### src/hs_pkg.sv
package hs_pkg;

	// ****************************************
	// command codes as decoded from the serial shifter
	// ****************************************
	localparam logic [2:0] CMD_NONE         = 3'h0;
	localparam logic [2:0] CMD_HS_ON        = 3'h1;
	localparam logic [2:0] CMD_HS_OFF       = 3'h2;
	localparam logic [2:0] CMD_READ         = 3'h3;
	localparam logic [2:0] CMD_WRITE        = 3'h4;
	localparam logic [2:0] CMD_HALT         = 3'h5;
	localparam logic [2:0] CMD_RESUME       = 3'h6;
	localparam logic [2:0] CMD_RESUME_UNTIL = 3'h7;

	// ****************************************
	// pulse timing
	// ****************************************
	localparam int  CLK_PERIOD_NS = 20;
	localparam int  PULSE_TIME_NS = 320;
	localparam int  PULSE_CYCLES_I = (PULSE_TIME_NS + CLK_PERIOD_NS - 1) / CLK_PERIOD_NS;
	localparam logic [4:0] PULSE_CYCLES = PULSE_CYCLES_I[4:0];
	localparam logic [4:0] CNT_ZERO     = 5'h00;
	localparam logic [4:0] CNT_ONE      = 5'h01;

	// ****************************************
	// pending-wait states, gray coded in the order listed
	// ****************************************
	typedef enum logic [2:0] {
		ST_IDLE       = 3'b000,
		ST_WAIT_BUS   = 3'b001,
		ST_WAIT_HALT  = 3'b011,
		ST_WAIT_RUN   = 3'b010,
		ST_WAIT_STEP  = 3'b110,
		ST_WAIT_LINE  = 3'b111,
		ST_DRIVE      = 3'b101
	} wait_state_type;

endpackage

### src/pulse_shaper.sv
`timescale 1ns/100ps
module pulse_shaper (
	// clock and reset
	input  wire logic       clk_sys,
	input  wire logic       rst_n,
	// control
	input  wire logic       fire,
	input  wire logic [4:0] width,
	// state
	output logic            busy
);
	import hs_pkg::*;

	typedef struct packed {
		logic [4:0] cnt;
		logic       busy;
	} shaper_type;

	shaper_type state;
	shaper_type next_state;

	always_comb begin
		next_state = state;
		if (state.busy) begin
			if (state.cnt == CNT_ONE) begin
				next_state.busy = 1'b0;
				next_state.cnt  = CNT_ZERO;
			end else begin
				next_state.cnt = state.cnt - CNT_ONE;
			end
		end else if (fire) begin
			next_state.busy = 1'b1;
			next_state.cnt  = width;
		end
	end

	always_ff @(posedge clk_sys) begin
		if (!rst_n) begin
			state <= '0;
		end else begin
			state <= next_state;
		end
	end

	assign busy = state.busy;
endmodule

### src/debug_handshake_pulse_logic.sv
`timescale 1ns/100ps
// Overview of operation
// - handshake_on_cmd enables, handshake_off_cmd disables the completion pulse.
// - while enabled, pulse after each processor command completes.
// - handshake_on_cmd itself answers with a pulse after completing.
// - handshake starts disabled after every reset.
// - read pulse only after bus cycle done and read data ready.
// - write pulse only after all data received and bus cycle done.
// - unsupported targets ignore handshake_on_cmd and give no pulse.
// - halt_to_debug_cmd pulses once processor is in debug-halted state, at once if already halted.
// - resume_run_cmd pulses when processor leaves debug-halted state.
// - resume_until_halt_cmd resumes, pulses on next halt entry.
// - single_step_cmd runs one instruction, pulses on return to halt.
// - timing_measure_cmd cancels a pending run-control pulse.
module debug_handshake_pulse_logic (
	// clock and reset
	input  wire logic         clk_sys,
	input  wire logic         rst_n,
	// decoded command from the serial shifter
	input  wire logic         cmd_valid,
	input  wire logic [2:0]   cmd_code,
	input  wire logic         single_step_cmd,
	input  wire logic         timing_measure_cmd,
	// completion sources
	input  wire logic         bus_cycle_done,
	input  wire logic         read_data_ready,
	input  wire logic         write_data_received,
	input  wire logic         cpu_halted,
	// debug_serial_pin
	input  wire logic         debug_serial_pin_in,
	input  wire logic         host_drives_line,
	output logic              debug_serial_pin_out,
	output logic              debug_serial_pin_oe,
	// status
	output logic              handshake_enabled,
	output logic              pulse_pending
);
	import hs_pkg::*;

	// ****************************************
	// state
	// ****************************************
	typedef struct packed {
		logic           enabled;
		wait_state_type wstate;
		logic           halted_d;
		logic           need_read;
		logic           need_write;
		logic           pin_oe;
		logic           pending;
	} ctl_type;

	ctl_type state;
	ctl_type next_state;
	logic    fire;
	logic    shaper_busy;
	logic    halt_rise;
	logic    halt_fall;

	function automatic logic bus_done_ok(input logic need_rd, input logic need_wr,
	                                     input logic done, input logic rd_ok,
	                                     input logic wr_ok);
		bus_done_ok = done && (!need_rd || rd_ok) && (!need_wr || wr_ok);
	endfunction

	assign halt_rise = cpu_halted && !state.halted_d;
	assign halt_fall = !cpu_halted && state.halted_d;

	// ****************************************
	// command tracking and pulse request
	// ****************************************
	always_comb begin
		next_state          = state;
		next_state.halted_d = cpu_halted;
		fire                = 1'b0;
		case (state.wstate)
			ST_IDLE: begin
				if (cmd_valid) begin
					case (cmd_code)
						CMD_HS_ON: begin
							next_state.enabled = 1'b1;
							next_state.wstate  = ST_WAIT_LINE;
						end
						CMD_HS_OFF: begin
							next_state.enabled = 1'b0;
						end
						CMD_READ: begin
							next_state.need_read  = 1'b1;
							next_state.need_write = 1'b0;
							next_state.wstate     = ST_WAIT_BUS;
						end
						CMD_WRITE: begin
							next_state.need_read  = 1'b0;
							next_state.need_write = 1'b1;
							next_state.wstate     = ST_WAIT_BUS;
						end
						CMD_HALT: next_state.wstate = ST_WAIT_HALT;
						CMD_RESUME: next_state.wstate = ST_WAIT_RUN;
						CMD_RESUME_UNTIL: next_state.wstate = ST_WAIT_STEP;
						// unsupported codes are ignored and never pulse
						default: next_state.wstate = ST_IDLE;
					endcase
				end else if (single_step_cmd) begin
					next_state.wstate = ST_WAIT_STEP;
				end
			end
			ST_WAIT_BUS: begin
				if (bus_done_ok(state.need_read, state.need_write, bus_cycle_done,
				                read_data_ready, write_data_received)) begin
					next_state.need_read  = 1'b0;
					next_state.need_write = 1'b0;
					next_state.wstate     = ST_WAIT_LINE;
				end
			end
			ST_WAIT_HALT: begin
				if (timing_measure_cmd) begin
					next_state.wstate = ST_IDLE;
				end else if (halt_rise || cpu_halted) begin
					next_state.wstate = ST_WAIT_LINE;
				end
			end
			ST_WAIT_RUN: begin
				if (timing_measure_cmd) begin
					next_state.wstate = ST_IDLE;
				end else if (halt_fall) begin
					next_state.wstate = ST_WAIT_LINE;
				end
			end
			ST_WAIT_STEP: begin
				// halt entry after running, from breakpoint or halt_instruction
				if (timing_measure_cmd) begin
					next_state.wstate = ST_IDLE;
				end else if (halt_rise) begin
					next_state.wstate = ST_WAIT_LINE;
				end
			end
			ST_WAIT_LINE: begin
				// without handshake the host times out on its own
				if (!state.enabled) begin
					next_state.wstate = ST_IDLE;
				end else if (!host_drives_line && !debug_serial_pin_in == 1'b0) begin
					fire              = 1'b1;
					next_state.pin_oe = 1'b1;
					next_state.wstate = ST_DRIVE;
				end
			end
			ST_DRIVE: begin
				if (!shaper_busy && !state.pin_oe) begin
					next_state.wstate = ST_IDLE;
				end else if (!shaper_busy && state.pin_oe) begin
					next_state.pin_oe = 1'b0;
					next_state.wstate = ST_IDLE;
				end
			end
			default: next_state.wstate = ST_IDLE;
		endcase
		next_state.pending = (next_state.wstate != ST_IDLE);
	end

	always_ff @(posedge clk_sys) begin
		if (!rst_n) begin
			state <= '0;
		end else begin
			state <= next_state;
		end
	end

	// ****************************************
	// pulse width timer
	// ****************************************
	pulse_shaper u_shaper (
		.clk_sys (clk_sys),
		.rst_n   (rst_n),
		.fire    (fire),
		.width   (PULSE_CYCLES),
		.busy    (shaper_busy)
	);

	assign debug_serial_pin_out = 1'b0;
	assign debug_serial_pin_oe  = state.pin_oe;
	assign handshake_enabled    = state.enabled;
	assign pulse_pending        = state.pending;
endmodule

### config.mk
export PLATFORM = sky130hd
export DESIGN_NAME = debug_handshake_pulse_logic
export DESIGN_NICKNAME = d
export VERILOG_FILES = /design/src/hs_pkg.sv /design/src/pulse_shaper.sv /design/src/debug_handshake_pulse_logic.sv
export SDC_FILE = /design/constraint.sdc
export NUM_CORES = 1
export LEC_CHECK = 0
export BUFFER_PORTS_ARGS = -buffer_cell sky130_fd_sc_hd__buf_2
export CAP_MARGIN = 40
export CORE_MARGIN = 2
export CORE_UTILIZATION = 37
export CTS_CLUSTER_DIAMETER = 120
export CTS_CLUSTER_SIZE = 14
export DETAILED_ROUTE_END_ITERATION = 6
export HOLD_SLACK_MARGIN = 0.02
export PLACE_DENSITY_LB_ADDON = 0.1
export SYNTH_ARGS = -nofsm -noshare
export SYNTH_HDL_FRONTEND = slang
export SYNTH_SLANG_ARGS = --single-unit
### constraint.sdc
create_clock -name clk_sys -period 2.7 [get_ports clk_sys]
set_input_delay 0.27 -clock clk_sys [delete_from_list [all_inputs] [get_ports clk_sys]]
set_output_delay 0.27 -clock clk_sys [all_outputs]
set_load 0.005 [all_outputs]
======== Word level (Yosys, flattened, before mapping) ========
Cells that the tools add are included.
cells by class
  mux-type cells .......................... 32
  reduce and logical (&&, ||, !) cells .... 27
  $add $sub $neg .......................... 1
  eq/ne operators ......................... 21
operators by type and width
  cell                   number
  $mux W3                13
  $eq A3 B3 Y1 const B   7
  $pmux W3 S7            1
  $pmux W3 S6            1
  $eq A3 B2 Y1 const B   4
  $mux W6                2
  $ne A2 B2 Y1 const B   6
  $mux W1                8
  $pmux W2 S2            2
  $reduce_bool A2 Y1     4
  $logic_and A1 B1 Y1    7
  $logic_not A1 Y1       7
  $eq A3 B1 Y1 const B   2
  $eq A5 B1 Y1 const B   1
  $mux W5                1
  $reduce_and A5 Y1      1
  $sub A5 B1 Y5 const B  1
  $mux W2                2
  $pmux W1 S2            2
  $reduce_and A4 Y1      1
  $logic_not A3 Y1       1
  $logic_or A1 B1 Y1     3
  $ne A3 B1 Y1 const B   1
  $reduce_and A3 Y1      1
  other kinds (2)        2
word-level totals
  flip-flop bits (word level) ............. 15
  logic and storage cells ................. 90
  input bits .............................. 14
  output and inout port bits .............. 4

======== Longest topological paths before layout ========
  depth after elaboration ................. 7
  mapped depth ............................ 6
  gate-level depth less buffers ........... 6

======== Cells and area by module ========
Synthesis repeated with hierarchy kept, for this count alone.
second synthesis, totals
  cell total of the unflattened synthesis .. 123
  area total of the unflattened synthesis .. 1009.7 sq um
by module, submodules not included
  module                       sequential area each (sq um)  times used  cells each  area each (sq um)
  debug_handshake_pulse_logic  180.2                         1           82          654.4
  pulse_shaper                 120.1                         1           41          355.3

======== Worst setup path before layout ========
Ideal clock, no wire load.
  kind .................................... register to register
  start point ............................. register state[5] (netlist name)
  end point ............................... register state (netlist bit handshake_enabled)
  required time ........................... 2585 ps
  setup time .............................. 115 ps
  data arrival time ....................... 1265 ps
  stages on the path, launching flop included .. 5
  setup slack ............................. 1320 ps
  clock period less this slack ............ 1380 ps
  path buffers ............................ 0
  cell sequence ........................... dfxtp_1 > or4b_1 > o31ai_1 > o21ai_1 > and2_1
on the way
  longest elaborated chain between the ends .. 2
RTL lines
  item                                RTL line                            source
  start, declared                     debug_handshake_pulse_logic.sv:53   ctl_type state;
  start signal, assigned              debug_handshake_pulse_logic.sv:164  state <= next_state;
  $logic_not A3 Y1                    debug_handshake_pulse_logic.sv:76   case (state.wstate)
  $reduce_and A3 Y1 (no source line)  --
No other way between the ends.
A chain may end at the register's enable or synchronous reset.

======== Worst setup path after layout ========
  start point ............................. register state[5] (netlist name)
  end point ............................... register state (netlist bit pulse_pending)
on the way
  longest elaborated chain between the ends .. 4
  elaborated cells on any way between the ends .. 23
  classes of those cells .................. 6 x eq/ne; 15 x mux; 2 x reduce/logical
RTL lines
  item                                 RTL line                            source
  $pmux W3 S6 (tied with other cells)  debug_handshake_pulse_logic.sv:79   case (cmd_code)
  $mux W3 (tied with other cells)      debug_handshake_pulse_logic.sv:78   if (cmd_valid) begin
  $pmux W3 S7 *                        debug_handshake_pulse_logic.sv:76
  $reduce_bool A3 Y1 *                 debug_handshake_pulse_logic.sv:157  next_state.pending = (next_state.wstate != ST_IDLE);
Every way passes the cells marked *; elsewhere a longest branch is shown, timed or not.

==> reports/summary.log <==
[status] status completed
[timing] RSZ-0062 raised after global routing false
[synthesis] ranking of synthesized cells by instance count dfxtp_1, a21oi_1, nor2_1, nand2_1
[drt] routed wl met3 93 um
[clock_network] insertion delay of the later-clocked pin in the worst-skew pair 0.29 ns
[power_and_ir_drop] power per cell area 470 mW/mm^2
[synthesis] number of flops mapped to enable cells by yosys 0
[synthesis] gate count after technology mapping 116
[power_and_ir_drop] Final Power 494 uW
[clock_network] sinks on the clock net 15
[drt] Post-DRT Antenna Nets 0
[synthesis] area share of the largest cell type after synthesis 32.1%
[floorplan] number of primary I/O pins 18
[grt] largest net degree at the start of global routing 16
[placed_design] half-perimeter wire length after detailed placement 1520 um
[floorplan] initial standard-cell utilization of the core 38.5%
[clock_network] count of hold-fix buffers inserted at cts 0
[drt] uppermost metal layer occupied by signal nets met4
[timing] final clock skew 0.00322 ns
[synthesis] main area contributors after synthesis dfxtp_1, a21oi_1, nor2_1
[clock_network] post-cts gate resize count 0
[timing] Min Clock Period, post-route 1.63 ns
[drt] DRC violations left 0
[synthesis] number of warnings printed during yosys synthesis 0
[timing] headroom to the max-slew limit 57.0%
[synthesis] post-synthesis instance area 936 sq um
[layout] share of final-layout standard cells stronger than drive strength 1 16.9%
[layout] number of antenna repair diodes 0
[layout] number of nets in the finished design 147
[critical_path] highest fanout seen on the critical path 15
[critical_path] kind of end point of the critical path register
[timing] pins over their slew limit 0
[placed_design] count of buffers inserted at the top-level ports 16
[grt] total routing resource utilization after global routing 15.5%
[critical_path] Worst Path Required 2.92 ns
[synthesis] number of distinct standard cells referenced by the synthesized netlist 40
[critical_path] data arrival time at the worst-slack endpoint 1.85 ns
[synthesis] count leader, synth dfxtp_1
[clock_network] TritonCTS clock tree done
[drt] Met2 Wirelength 867 um
[layout] Area Overhead vs Synth 12.3%
[floorplan] die boundary height 54.3 um
[clock_network] H-tree level count 1
[drt] final routed wire length divided by cell count 12.7 um
[grt] first-pass GRT wire length 3320 um
[timing] setup_tns 0 ns
[job] Max-Cap Viols 0
[drt] first-pass detailed-route iteration total 4
[synthesis] part of the Yosys area used for sequential elements 32.1%
[power_and_ir_drop] cell leakage power 0.000401 uW
[timing] final hold vios 0
[clock_network] CTS clk-pin slew, worst paths 0.10 ns
[floorplan] Die W 54.3 um
[critical_path] CP startpoint kind register
[clock_network] Clk Tree Root Cell clkbuf_4
[drt] wire length on met1 1060 um
[synthesis] Post-synth top flop dfxtp_1
[power_and_ir_drop] Max VDD drop 0.271 mV
[synthesis] post-synthesis cell type with the largest combined area dfxtp_1
[synthesis] syn avg cell area 8.07 sq um
[clock_network] number of CTS-inserted buffers 3
[timing] Worst Max-Slew Pin Slew 0.636 ns
[drt] routed via count 867
[floorplan] core box area 0.00243 sq mm
[floorplan] floorplan die area 0.00295 sq mm
[synthesis] syn nets 132
[hold_path] classification of the worst-slack hold path in -> reg
[drt] sum of routed wire length over all layers 2030 um
[timing] highest achievable clock rate 613 MHz
[timing] final period utilization 60.4%
[synthesis] flop and latch count out of synthesis 15
[drt] iteration-0 DRC count of the detailed router 13
[grt] number of global-route vias before repair 729
[floorplan] row count 18
[clock_network] CTS Buffer Depth 2
[placed_design] placer's final routability congestion estimate 0.736
[grt] number of antenna violations at the first check in global routing 0
[clock_network] number of setup buffers added after CTS 0
[grt] global route overflow 0
[critical_path] Worst Path Class, Setup reg -> reg
[timing] final number of setup-violating endpoints 0
[synthesis] Async S/R FF share, synth 0%
[drt] ratio of routed vias to standard cells 5.42
[cell usage in the layout, fill, tap and decap left out, types with 2 or more instances in the layout]
cell,synthesis,layout
buf_2,3,16
dfxtp_1,15,15
a21oi_1,11,11
nor2_1,9,9
nand2_1,7,7
inv_1,5,5
nor2b_1,5,5
nand2b_1,5,5
nand3_1,4,4
nor3b_1,4,4
o21ai_0,4,4
mux2i_1,3,3
o31ai_1,3,3
and2_1,3,3
clkbuf_4,0,3
a32oi_1,2,2
nor3_1,2,2
or4b_1,2,2
nand3b_1,2,2
a31oi_1,2,2
o21ai_1,2,2
a211o_1,2,2
ha_1,2,2
[worst paths after layout]
path                                       startpoint                        to  slack [ns]  cells past startpoint
worst max-delay path              state[5]$_SDFF_PN0_  pulse_pending$_SDFF_PN0_        1.07                      4
worst min-delay path                       cpu_halted       state[4]$_SDFF_PN0_        0.24                      2
worst max register to register    state[5]$_SDFF_PN0_  pulse_pending$_SDFF_PN0_        1.07                      4
worst min register to register  state[2]$_SDFFE_PN0P_     state[2]$_SDFFE_PN0P_        0.48                      2
[area by class of cell]
type,count,area [sq um]
well taps,30,37.5
repair buffers,16,80.1
fillers,251,1380
multi-input cells,90,587
flip-flops and latches,15,300
clock buffers,3,22.5
clock inverters,1,5.00
inverters,5,18.8
[kinds of logic after synthesis]
logic type	count (synthesis)	synth area share (%)
multiplexers	3	3.21
other	1	0.401
AND/OR/NAND/NOR	50	32.0
XOR/XNOR	1	0.936
adder cells (fa/ha/maj)	2	2.67
AO/OA/AOI/OAI	33	23.5
flip-flops	15	32.1
buffers and inverters	11	5.21
[layer usage]
metal  track usage [%]  vias up
met5                 0        -
met4              6.25        0
met3              2.46        2
met2              22.1       26
met1              23.1      388
li1                  -      451
[worst max-delay path, stage by stage (launching register included)]
cell and delay, ns:
dfxtp_1 0.47, or4b_1 0.61, o32ai_1 0.16, nor2_1 0.12, a41oi_2 0.20
[power by group]
group | internal (uW) | switching, uW
Sequential | 235 | 27.2
Combinational | 45.6 | 51.9
Clock | 55.0 | 78.9
[sequential cells by signal, summed over array words and instances, names as in the netlist]
register	cells
state	6
u_shaper.state	5
debug_serial_pin_oe	1
handshake_enabled	1
pulse_pending	1
u_shaper.busy	1
[per-stage QoR]
step	hold WS [ns]	cells	setup WS, ns	cell area (sq um)	util (%)
4_1_cts	0.235	160	1.08	1050	43.2
2_1_floorplan	0.392	116	1.32	936	-
5_1_grt	0.267	160	0.886	1050	43.2
3_5_place_dp	0.468	156	1.11	1020	42.1
3_3_place_gp	0.458	156	1.11	1020	42.1
6_report	0.241	160	1.07	1050	43.2
Note: power is estimated with default switching activity, not from simulation.
